[src/inc/audio_ctl_consts.svh]
// Register offsets, field positions, reset values and decode limits
`ifndef AUDIO_CTL_CONSTS_SVH
`define AUDIO_CTL_CONSTS_SVH

// ----------------------------------------------------------------------
// Register offsets on the control write port
// ----------------------------------------------------------------------
`define ADDR_MUTE_OVR     8'h01
`define ADDR_POWER        8'h03
`define ADDR_VOLUME       8'h10
`define ADDR_TONE         8'h12

// ----------------------------------------------------------------------
// Field positions
// ----------------------------------------------------------------------
`define BIT_MUTE_OVR      8
`define MUTE_MUST_HI      2
`define MUTE_MUST_LO      0
`define BIT_SLICER_PON    4
`define PWR_MUST_HI       3
`define PWR_MUST_LO       2
`define BIT_INTERP_CLK    1
`define BIT_CONV_PON      0
`define VOL_LEFT_HI       15
`define VOL_LEFT_LO       8
`define VOL_RIGHT_HI      7
`define VOL_RIGHT_LO      0
`define TONE_SET_HI       15
`define TONE_SET_LO       14
`define TONE_TREBLE_HI    13
`define TONE_TREBLE_LO    12
`define TONE_BASS_HI      11
`define TONE_BASS_LO      8

// ----------------------------------------------------------------------
// Reset values
// ----------------------------------------------------------------------
`define RST_MUTE_OVR      1'h0
`define RST_SLICER_PON    1'h1
`define RST_INTERP_CLK    1'h1
`define RST_CONV_PON      1'h1
`define RST_VOL_CODE      8'h00
`define RST_TREBLE        2'h0
`define RST_BASS          4'h0

// ----------------------------------------------------------------------
// Volume code regions (attenuation in quarter dB)
// ----------------------------------------------------------------------
`define VOL_FINE_LAST     8'hC7
`define VOL_COARSE_LAST   8'hF3
`define VOL_FLOOR_LAST    8'hF7
`define VOL_COARSE_MASK   8'hFC
`define ATTEN_FLOOR_QDB   9'h108

// ----------------------------------------------------------------------
// Tone limits (dB)
// ----------------------------------------------------------------------
`define BASS_CAP_MIN      5'h12
`define BASS_CAP_MAX      5'h18

`endif

[src/inc/audio_ctl_pkg.sv]
// Types shared by the control register bank and its decoders
package audio_ctl_pkg;

  // Filter set selected by the mode field
  typedef enum logic [1:0] {
    SET_FLAT   = 2'b00,
    SET_MIN    = 2'b01,
    SET_UNUSED = 2'b10,
    SET_MAX    = 2'b11
  } filter_set_t;

  // Decoded channel attenuation
  typedef struct packed {
    logic       silent;
    logic [8:0] qdb;
  } atten_t;

endpackage

[src/inc/ctl_if.sv]
// Carrier between the register bank and its two decoders
`timescale 1ns/10ps
interface ctl_if
  import audio_ctl_pkg::*;
();
  logic        [1:0][7:0] vol_code;
  atten_t      [1:0]      vol_att;
  filter_set_t            set_sel;
  logic        [1:0]      treble;
  logic        [3:0]      bass;
  logic        [3:0]      treble_db;
  logic        [4:0]      bass_db;

  modport regs (output vol_code, output set_sel, output treble,
                output bass, input vol_att, input treble_db,
                input bass_db);
  modport vol  (input vol_code, output vol_att);
  modport tone (input set_sel, input treble, input bass,
                output treble_db, output bass_db);
endinterface

[src/hw/vol_decode.sv]
// Volume code to attenuation decoder for both channels
`timescale 1ns/10ps
`include "audio_ctl_consts.svh"
module vol_decode
  import audio_ctl_pkg::*;
(
  // Codes in, attenuation out
  ctl_if.vol c
);

  // ----------------------------------------------------------------------
  // Code to quarter-dB map
  // ----------------------------------------------------------------------
  function automatic atten_t decode_vol(input logic [7:0] code);
    atten_t a;
    a.silent = 1'b0;
    a.qdb    = 9'h000;
    if (code <= `VOL_FINE_LAST) begin
      a.qdb = {1'b0, code};
    end else if (code <= `VOL_COARSE_LAST) begin
      // Clearing the low bits falls back to the lighter step
      a.qdb = {1'b0, code & `VOL_COARSE_MASK};
    end else if (code <= `VOL_FLOOR_LAST) begin
      a.qdb = `ATTEN_FLOOR_QDB;
    end else begin
      a.silent = 1'b1;
      a.qdb    = `ATTEN_FLOOR_QDB;
    end
    return a;
  endfunction

  // ----------------------------------------------------------------------
  // One decoder per channel
  // ----------------------------------------------------------------------
  genvar ch;
  generate
    for (ch = 0; ch < 2; ch++) begin : g_ch
      assign c.vol_att[ch] = decode_vol(c.vol_code[ch]);
    end
  endgenerate

endmodule

[src/hw/tone_decode.sv]
// Treble and bass boost level decoder for the selected filter set
`timescale 1ns/10ps
`include "audio_ctl_consts.svh"
module tone_decode
  import audio_ctl_pkg::*;
(
  // Fields in, levels in dB out
  ctl_if.tone c
);

  // ----------------------------------------------------------------------
  // Level lookup
  // ----------------------------------------------------------------------
  logic [4:0] raw_bass;

  // Unused mode code behaves as the flat set
  always_comb begin
    raw_bass    = {c.bass, 1'b0};
    c.treble_db = 4'h0;
    c.bass_db   = 5'h00;
    case (c.set_sel)
      SET_MIN: begin
        c.treble_db = {1'b0, c.treble, 1'b0};
        c.bass_db   = (raw_bass > `BASS_CAP_MIN) ?
                      `BASS_CAP_MIN : raw_bass;
      end
      SET_MAX: begin
        c.treble_db = {1'b0, c.treble, 1'b0};
        c.bass_db   = (raw_bass > `BASS_CAP_MAX) ?
                      `BASS_CAP_MAX : raw_bass;
      end
      default: begin
        c.treble_db = 4'h0;
        c.bass_db   = 5'h00;
      end
    endcase
  end

endmodule

[src/hw/audio_dac_ctl.sv]
// Write-only control register bank of the audio converter
`timescale 1ns/10ps
`include "audio_ctl_consts.svh"
module audio_dac_ctl
  import audio_ctl_pkg::*;
(
  // Clock and reset
  input  wire logic              clk_sys,
  input  wire logic              rst,
  // Register write port from the serial control decoder
  input  wire logic              wr_valid,
  input  wire logic [7:0]        wr_addr,
  input  wire logic [15:0]       wr_data,
  output logic                   wr_ack_q,
  output logic                   host_field_err_q,
  // Receiver state from the input path
  input  wire logic              rx_locked,
  input  wire logic              rx_non_pcm,
  // Mute and power controls
  output logic                   unlock_mute_override,
  output logic                   audio_mute_q,
  output logic                   slicer_power_on,
  output logic                   interp_clk_en,
  output logic                   converter_power_on,
  // Volume
  output logic [7:0]             left_attenuation_code,
  output logic [7:0]             right_attenuation_code,
  output atten_t                 left_atten_q,
  output atten_t                 right_atten_q,
  // Tone
  output filter_set_t            filter_set_q,
  output logic [1:0]             treble_level,
  output logic [3:0]             bass_boost_level,
  output logic [3:0]             treble_db_q,
  output logic [4:0]             bass_db_q
);

  // ----------------------------------------------------------------------
  // Register state
  // ----------------------------------------------------------------------
  logic        mute_ovr_q,   mute_ovr_d;
  logic        slicer_q,     slicer_d;
  logic        interp_q,     interp_d;
  logic        conv_q,       conv_d;
  logic [7:0]  left_q,       left_d;
  logic [7:0]  right_q,      right_d;
  filter_set_t set_q,        set_d;
  logic [1:0]  treble_q,     treble_d;
  logic [3:0]  bass_q,       bass_d;

  // ----------------------------------------------------------------------
  // Address decode, used for both the write and the acknowledge
  // ----------------------------------------------------------------------
  function automatic logic hit(input logic       v,
                               input logic [7:0] a,
                               input logic [7:0] off);
    return v && (a == off);
  endfunction

  logic sel_mute;
  logic sel_pwr;
  logic sel_vol;
  logic sel_tone;

  // Per-register select strobes
  assign sel_mute = hit(wr_valid, wr_addr, `ADDR_MUTE_OVR);
  assign sel_pwr  = hit(wr_valid, wr_addr, `ADDR_POWER);
  assign sel_vol  = hit(wr_valid, wr_addr, `ADDR_VOLUME);
  assign sel_tone = hit(wr_valid, wr_addr, `ADDR_TONE);

  // ----------------------------------------------------------------------
  // Register next values
  // ----------------------------------------------------------------------
  // Only named fields are taken; reserved bits fall on the floor
  always_comb begin
    mute_ovr_d = mute_ovr_q;
    slicer_d   = slicer_q;
    interp_d   = interp_q;
    conv_d     = conv_q;
    left_d     = left_q;
    right_d    = right_q;
    set_d      = set_q;
    treble_d   = treble_q;
    bass_d     = bass_q;
    if (sel_mute) begin
      mute_ovr_d = wr_data[`BIT_MUTE_OVR];
    end
    if (sel_pwr) begin
      slicer_d = wr_data[`BIT_SLICER_PON];
      interp_d = wr_data[`BIT_INTERP_CLK];
      conv_d   = wr_data[`BIT_CONV_PON];
    end
    if (sel_vol) begin
      left_d  = wr_data[`VOL_LEFT_HI:`VOL_LEFT_LO];
      right_d = wr_data[`VOL_RIGHT_HI:`VOL_RIGHT_LO];
    end
    if (sel_tone) begin
      set_d    = filter_set_t'(wr_data[`TONE_SET_HI:`TONE_SET_LO]);
      treble_d = wr_data[`TONE_TREBLE_HI:`TONE_TREBLE_LO];
      bass_d   = wr_data[`TONE_BASS_HI:`TONE_BASS_LO];
    end
  end

  // Registers change only on writes and reset; nothing reads them back
  always_ff @(posedge clk_sys) begin
    if (rst) begin
      mute_ovr_q <= `RST_MUTE_OVR;
      slicer_q   <= `RST_SLICER_PON;
      interp_q   <= `RST_INTERP_CLK;
      conv_q     <= `RST_CONV_PON;
      left_q     <= `RST_VOL_CODE;
      right_q    <= `RST_VOL_CODE;
      set_q      <= SET_FLAT;
      treble_q   <= `RST_TREBLE;
      bass_q     <= `RST_BASS;
    end else begin
      mute_ovr_q <= mute_ovr_d;
      slicer_q   <= slicer_d;
      interp_q   <= interp_d;
      conv_q     <= conv_d;
      left_q     <= left_d;
      right_q    <= right_d;
      set_q      <= set_d;
      treble_q   <= treble_d;
      bass_q     <= bass_d;
    end
  end

  // Raw fields straight from their flops
  assign unlock_mute_override   = mute_ovr_q;
  assign slicer_power_on        = slicer_q;
  assign interp_clk_en          = interp_q;
  assign converter_power_on     = conv_q;
  assign left_attenuation_code  = left_q;
  assign right_attenuation_code = right_q;
  assign treble_level           = treble_q;
  assign bass_boost_level       = bass_q;

  // ----------------------------------------------------------------------
  // Decoders
  // ----------------------------------------------------------------------
  ctl_if c ();

  // Channel 1 is left, channel 0 is right
  assign c.vol_code[1] = left_q;
  assign c.vol_code[0] = right_q;
  assign c.set_sel     = set_q;
  assign c.treble      = treble_q;
  assign c.bass        = bass_q;

  vol_decode u_vol (
    .c (c.vol)
  );

  tone_decode u_tone (
    .c (c.tone)
  );

  // ----------------------------------------------------------------------
  // Mute and decoded level outputs
  // ----------------------------------------------------------------------
  logic        mute_d;
  atten_t      left_att_d;
  atten_t      right_att_d;
  logic [3:0]  treble_db_d;
  logic [4:0]  bass_db_d;

  // Receiver inputs are on this clock, so no synchroniser is needed
  always_comb begin
    mute_d      = !mute_ovr_q && (!rx_locked || rx_non_pcm);
    left_att_d  = c.vol_att[1];
    right_att_d = c.vol_att[0];
    treble_db_d = c.treble_db;
    bass_db_d   = c.bass_db;
  end

  // Decoded levels trail the register by one cycle
  always_ff @(posedge clk_sys) begin
    if (rst) begin
      audio_mute_q  <= 1'b1;
      left_atten_q  <= '0;
      right_atten_q <= '0;
      filter_set_q  <= SET_FLAT;
      treble_db_q   <= 4'h0;
      bass_db_q     <= 5'h00;
    end else begin
      audio_mute_q  <= mute_d;
      left_atten_q  <= left_att_d;
      right_atten_q <= right_att_d;
      filter_set_q  <= set_q;
      treble_db_q   <= treble_db_d;
      bass_db_q     <= bass_db_d;
    end
  end

  // ----------------------------------------------------------------------
  // Write acknowledge and host field check
  // ----------------------------------------------------------------------
  logic ack_d;
  logic field_err_d;

  // Sticky until reset so a bad host driver is visible later
  always_comb begin
    ack_d       = sel_mute || sel_pwr || sel_vol || sel_tone;
    field_err_d = host_field_err_q;
    if (sel_mute &&
        (wr_data[`MUTE_MUST_HI:`MUTE_MUST_LO] != 3'h0)) begin
      field_err_d = 1'b1;
    end
    if (sel_pwr &&
        (wr_data[`PWR_MUST_HI:`PWR_MUST_LO] != 2'h0)) begin
      field_err_d = 1'b1;
    end
  end

  // Acknowledge pulses one cycle after a mapped write
  always_ff @(posedge clk_sys) begin
    if (rst) begin
      wr_ack_q         <= 1'b0;
      host_field_err_q <= 1'b0;
    end else begin
      wr_ack_q         <= ack_d;
      host_field_err_q <= field_err_d;
    end
  end

endmodule

[config.mk]
export PLATFORM = sky130hd
export DESIGN_NAME = audio_dac_ctl
export DESIGN_NICKNAME = d
export VERILOG_FILES = /design/src/inc/audio_ctl_pkg.sv /design/src/inc/ctl_if.sv /design/src/hw/vol_decode.sv /design/src/hw/tone_decode.sv /design/src/hw/audio_dac_ctl.sv
export VERILOG_INCLUDE_DIRS = /design/src /design/src/inc
export SDC_FILE = /design/constraint.sdc
export NUM_CORES = 1
export LEC_CHECK = 0
export CAP_MARGIN = 25
export CORE_MARGIN = 2
export CORE_UTILIZATION = 50
export CTS_CLUSTER_DIAMETER = 80
export CTS_CLUSTER_SIZE = 8
export DETAILED_ROUTE_END_ITERATION = 7
export DONT_BUFFER_PORTS = 1
export HOLD_SLACK_MARGIN = 0.12
export PLACE_DENSITY = 0.69
export SYNTH_ARGS = -nofsm -noshare
export SYNTH_HDL_FRONTEND = slang
export SYNTH_HIERARCHICAL = 1
export SYNTH_SLANG_ARGS = --single-unit
[constraint.sdc]
create_clock -name clk_sys -period 1.4 [get_ports clk_sys]
set_input_delay 0.07 -clock clk_sys [delete_from_list [all_inputs] [get_ports clk_sys]]
set_output_delay 0.07 -clock clk_sys [all_outputs]
set_load 0.02 [all_outputs]
==> results of run 1 <==
## cell usage in the layout, fill, tap and decap left out, types with 2 or more instances in the layout
| cell type | synthesis | routed |
|---|---|---|
| a21boi_0 | 7 | 7 |
| a21o_1 | 2 | 2 |
| a21oi_1 | 2 | 2 |
| and2_1 | 10 | 10 |
| buf_4 | 3 | 13 |
| clkbuf_8 | 0 | 12 |
| conb_1 | 1 | 3 |
| dfxtp_1 | 62 | 62 |
| dlygate4sd3_1 | 0 | 30 |
| inv_1 | 3 | 3 |
| mux2i_1 | 28 | 28 |
| nand2_1 | 2 | 2 |
| nand2b_1 | 43 | 43 |
| nand3_1 | 4 | 4 |
| nor2_1 | 12 | 12 |
| nor2b_1 | 33 | 32 |
| o211a_1 | 3 | 3 |
| o21a_1 | 3 | 3 |
| o21ai_0 | 2 | 2 |
| o311ai_1 | 2 | 2 |
## routing by layer
layer | global-route usage, % | up-vias | part of all wire (%)
met3 | 8.30 | 6 | 7.8
met1 | 23.6 | 819 | 44
met4 | 7.74 | 0 | 1.1
li1 | - | 904 | -
met5 | 0 | - | 0
met2 | 30.6 | 69 | 47
## power by group
group	internal (mW)	leakage, nW	switching (mW)	total [mW]
clock	0.956	0.104	0.660	1.62
combinational	0.103	0.757	0.0748	0.177
sequential	1.77	0.500	0.0118	1.78
## stage by stage
step / setup TNS (ns) / hold WS, ns
after floorplan: 0 / 0.194
after global placement: 0 / 0.148
after detailed placement: 0 / 0.149
after CTS: 0 / 0.184
after global routing: -0.0163 / 0.197
final: 0 / 0.193
## registers in the layout, summed over array words and instances (netlist names)
register and cells:
interp_clk_en 1, unlock_mute_override 1, treble_level 2, left_attenuation_code 8
wr_ack_q 1, audio_mute_q 1, bass_boost_level 4, filter_set_q 2
bass_db_q 5, right_atten_q 10, slicer_power_on 1, treble_db_q 4
converter_power_on 1, host_field_err_q 1, right_attenuation_code 8, c.set_sel 2
left_atten_q 10
## logic make-up after synthesis
group,count (synthesis)
AND/OR/NAND/NOR,115
flip-flops,62
buffers and inverters,16
other,1
AO/OA/AOI/OAI,24
multiplexers,28
## tightest hold or removal path: cells and delay by family
kind / cells / cell delay [ns]
AND/OR/NAND/NOR: 1 / 0.23
AO/OA/AOI/OAI: 2 / 0.17
## cell type report
type	count	area share [%]
clock buffer	12	5.17
clock inverter	3	1.33
inverter	3	0.353
multi-input combinational	170	37.7
sequential	62	38.9
tap	67	2.63
timing repair buffer	45	13.9
## how the worst max path moves through the flow
| stage | cells after the start | to | slack, ns | startpoint |
|---|---|---|---|---|
| 2_1_floorplan | 3 | right_atten_q[0] | 0.33 | right_attenuation_code[7] |
| 3_3_place_gp | 3 | left_atten_q[3] | 0.37 | left_attenuation_code[7] |
| 3_5_place_dp | 4 | right_attenuation_code[6] | 0.29 | wr_addr[1] |
| 4_1_cts | 5 | right_attenuation_code[6] | 0.02 | wr_addr[1] |
| 5_1_grt | 5 | wr_ack_q | -0.02 | wr_addr[0] |
| 6_report | 5 | wr_ack_q | 0.04 | wr_addr[0] |
## repair_timing
action / in CTS / in global routing
endpoints found under the hold margin: 59 / 0
setup buffers: 0 / 0
hold buffers: 31 / 0
endpoints found under the setup margin: 0 / 9
resized for setup: 0 / 2
==> flow_summary.yaml, run 1 <==
place:
  placed_area_mm2: 0.00265
  numPortBuffers: 0
  place_hpwl_um: 3240
  place_ws_ns: 0.288
  dp_cells: 316
  gp_congestion: 0.720
timing:
  hold_viol_final: 0
  rsz0062_at_grt: "yes"
  final.min_clock_period_ns: 1.36
  timing.final.ws_setup_ns: 0.0354
  setup_viol: 0
  fmax_mhz: 733
  finClkSkew_ns: 0.00928
  final_max_slew_viol_count: 0
  post-route-period-util_pct: 97.5
detailed_routing:
  finalWirelength_um: 5220
  wl_per_cell_um: 14.4
  antenna_left: 0
  firstDrtPassIters: 4
  viasPerCell: 4.97
  dr_total_vias: 1798
  drt-initial-drc-count: 64
  drc_errors: 0
outcome:
  status: "completed"
finish:
  fin_area_mm2: 0.00319
  register_area_mm2: 0.00124
  n_antenna_cell: 0
  areaGrowthSynthToFinish_pct: 26.4
  stdcell_count: 362
  fin_nets: 320
  final_layout_size_suffix_gt1_share_pct: 12.9
  final_util_pct: 66.7
  multiInputGateArea_mm2: 0.00120
  n_fill_cell: 382
yosys:
  synth_seq_cells: 62
  synth_top_family_by_area: "simple AND/OR/NAND/NOR gates"
  avgSynthCellArea_um2: 10.3
  ys_top_cells_by_count: "dfxtp_1 (62), nand2b_1 (43), nor2b_1 (33), mux2i_1 (28), nor2_1 (12)"
  postSynth.asyncResetShare_pct: 0
  synthFlopType: "dfxtp_1"
  synth_cell_types: 35
  synthMostInstantiatedCell: "dfxtp_1"
  synth-edff-count: 0
  synthXorXnorAreaFrac_pct: 0
  syn_area_mm2: 0.00253
  synthAdderAreaFrac_pct: 0
  synth_top_cell_by_area: "dfxtp_1"
  netlist_top_cells_area: "dfxtp_1 (49%), mux2i_1 (11%), nand2b_1 (11%)"
  yosysTopAreaCellShare_pct: 49.1
  synth_cells: 246
  synth_compound_area_share_pct: 7.18
  muxShareOfSynthArea_pct: 11.1
  synthSimpleGateAreaFrac_pct: 28.6
  yosysSeqAreaShare_pct: 49.1
  yosysWarnings: 6
floorplan:
  io-pin-count: 89
  fp-row-count: 25
  initial_core_util_pct: 52.8
  die_h_um: 75.1
  die_area_mm2: 0.00564
  core_mm2: 0.00479
  die_width_um: 75.1
critical_path:
  r2r_slack_ns: 0.34
  cp.required_ns: 1.65
  worst-path-max-fanout: 3
  rr_startpoint: "left_attenuation_code[7]"
  arrival_ns: 1.61
  cpPeakStageDelay_ns: 0.57
  crit_buf_inv: 2
  path_delay_family: "buffers and inverters"
  path_class: "primary input to flip-flop"
  crit_path_end_kind: "flip-flop"
  rr_worst_depth: 3
  worstSetupStartpointType: "primary input"
  cp_common_cell: "dlygate4sd3_1"
  r2r_end: "left_atten_q[3]"
  cp_slowest_cell: "dlygate4sd3_1"
  path_cells: "dlygate4sd3_1, nor2b_2, dlygate4sd3_1, o21ai_0, nor3_1"
clock_network:
  cts_buffer_depth: 2
  cts_root_buf: "clkbuf_8"
  cts_buffers: 9
  cts-htree-levels: 3
  path_clk_slew_ns: 0.07
  clkLatencyLatePin_ns: 0.33
  cts.sinks: 62
  cts_tree: "yes"
global_routing:
  grt_pass1_wl_um: 8090
  grtUsageTotal_pct: 19.5
  overflow: 0
  antenna_found_initial: 0
  grt_pass1_vias: 1723
  grt_max_degree: 77
hold_path:
  min-delay-start: "wr_addr[1]"
  hold_path_class: "primary input to flip-flop"
  worstHoldPathCells: 3
  min_to: "host_field_err_q"
power_and_ir_drop:
  ir_worst_vdd_mv: 0.521
  leakagePower_nw: 1.36
  p_total_mw: 3.57
  power.density_mw_per_mm2: 1120
flow_run:
  drv_cap: 0
Note: power is estimated with default switching activity, not from simulation.
==> run 2, diff against run 1 <==
==> constraint.sdc (replaced) <==
create_clock -name clk_sys -period 1.55 [get_ports clk_sys]
set_input_delay 0.0775 -clock clk_sys [delete_from_list [all_inputs] [get_ports clk_sys]]
set_output_delay 0.0775 -clock clk_sys [all_outputs]
set_load 0.02 [all_outputs]
==> flow_summary.yaml, run 2 (synthesis gave the netlist of run 1 again) <==
critical_path:
  arrival_ns: 1.68
  cpPeakStageDelay_ns: 0.57
  path_class: "primary input to flip-flop"
  rr_worst_depth: 3
  worstSetupStartpointType: "primary input"
  worst-path-max-fanout: 16
  path_cells: "dlygate4sd3_1, nor4b_4, and3_1, buf_4, mux2i_1"
  cp.required_ns: 1.81
  crit_path_end_kind: "flip-flop"
  critPathLaunch: "wr_addr[1]"
  rr_startpoint: "right_attenuation_code[5]"
  cp_slowest_cell: "dlygate4sd3_1"
hold_path:
  hold_path_class: "primary input to flip-flop"
  min-delay-start: "wr_addr[1]"
  worstHoldPathCells: 3
place:
  place_hpwl_um: 3200
  numPortBuffers: 0
  gp_congestion: 0.756
clock_network:
  cts-htree-levels: 3
  clkLatencyLatePin_ns: 0.33
  cts_tree: "yes"
  cts_buffer_depth: 2
  cts_setup_buffers: 0
  path_clk_slew_ns: 0.07
  cts_root_buf: "clkbuf_8"
  cts_buffers: 9
  cts.sinks: 62
flow_run:
  drv_cap: 0
detailed_routing:
  finalWirelength_um: 5220
  drt-initial-drc-count: 92
  wl_per_cell_um: 14.5
  drc_errors: 0
  viasPerCell: 4.92
  antenna_left: 0
  firstDrtPassIters: 4
  dr_total_vias: 1777
finish:
  final_layout_size_suffix_gt1_share_pct: 11.2
  areaGrowthSynthToFinish_pct: 24.8
  layout_commonest_cell: "dfxtp_1"
  top_regs: "left_atten_q x10, right_atten_q x10"
  most-common-layout-cells: "dfxtp_1 (62), nand2b_1 (43), nor2b_1 (33), dlygate4sd3_1 (30), mux2i_1 (28)"
  n_antenna_cell: 0
  fin_nets: 318
global_routing:
  antenna_found_initial: 0
  grt_use_met2_pct: 29.5
  grt_max_degree: 77
  overflow: 0
  grt_use_met1_pct: 24.6
  busiest_layer: "met2"
  grt_pass1_wl_um: 8200
  use_met3_pct: 7.23
  grt_pass1_vias: 1707
  grtUsageTotal_pct: 19.8
power_and_ir_drop:
  ir_worst_vdd_mv: 0.615
  power.density_mw_per_mm2: 1010
  leakagePower_nw: 1.34
  p_total_mw: 3.19
floorplan:
  fp-row-count: 25
  initial_core_util_pct: 52.8
  die_h_um: 75.1
  die_area_mm2: 0.00564
  die_width_um: 75.1
  core_mm2: 0.00479
  io-pin-count: 89
timing:
  final_max_slew_viol_count: 0
  final.min_clock_period_ns: 1.42
  rsz0062_at_grt: "no"
  post-route-period-util_pct: 91.5
  hold_viol_final: 0
  setup_viol: 0
  fmax_mhz: 705
  finClkSkew_ns: 0.00727
  finalSetupTns_ns: 0
outcome:
  status: "completed"
[run 2: changes by cell type in the layout (fill, tap and decap cells not counted), sizes merged]
cell	change
clkbuf	+1
buf	-2
[run 2: power by group]
group / switching (mW) / internal [mW]
registers: 0.0107 / 1.60
logic: 0.0673 / 0.0920
clock network: 0.586 / 0.829
total: 0.664 / 2.52
[run 2: cell type report]
cell class / instances / area, um2
clock inverter: 3 / 42.5
timing repair buffer: 43 / 418
tap: 67 / 83.8
sequential: 62 / 1240
clock buffer: 13 / 159
inverter: 3 / 11.3
fill: 382 / 1630
multi-input combinational: 170 / 1200
[run 2: layer usage]
metal / part of all wire, % / vias to the layer above / wire [um]
met5: 0 / - / 0
met4: 2.3 / 0 / 122
met3: 8.6 / 11 / 447
met2: 45 / 72 / 2370
met1: 44 / 794 / 2280
li1: - / 900 / -
[run 2: through the flow]
| stage | worst slack [ns] | cells | utilization, % | instance area [um2] | hold slack (ns) |
|---|---|---|---|---|---|
| 6_report | 0.132 | 361 | 65.9 | 3150 | 0.209 |
| 5_1_grt | 0.0807 | 361 | 65.9 | 3150 | 0.224 |
| 4_1_cts | 0.163 | 361 | 65.9 | 3150 | 0.184 |
| 3_5_place_dp | 0.382 | 314 | 54.8 | 2620 | 0.158 |
| 3_3_place_gp | 0.382 | 314 | 54.8 | 2620 | 0.156 |
| 2_1_floorplan | 0.476 | 248 | - | 2530 | 0.202 |
[run 2: worst paths after layout]
| kind | to | slack, ns |
|---|---|---|
| setup / recovery | right_attenuation_code[0] | 0.13 |
| hold / removal | host_field_err_q | 0.21 |
| setup reg to reg | right_atten_q[9] | 0.36 |
| hold reg to reg | left_attenuation_code[4] | 0.50 |
[run 2: what timing repair did]
item,in CTS,in global routing
hold buffers,31,0
resized for setup,0,0
endpoints found under the hold margin,59,0
endpoints found under the setup margin,0,0
[run 2: worst max-delay path, delay by kind of cell]
kind                   cells  cell delay [ns]
muxes                      1             0.23
buffers and inverters      2             0.85
and+or+nand+nor            2             0.52
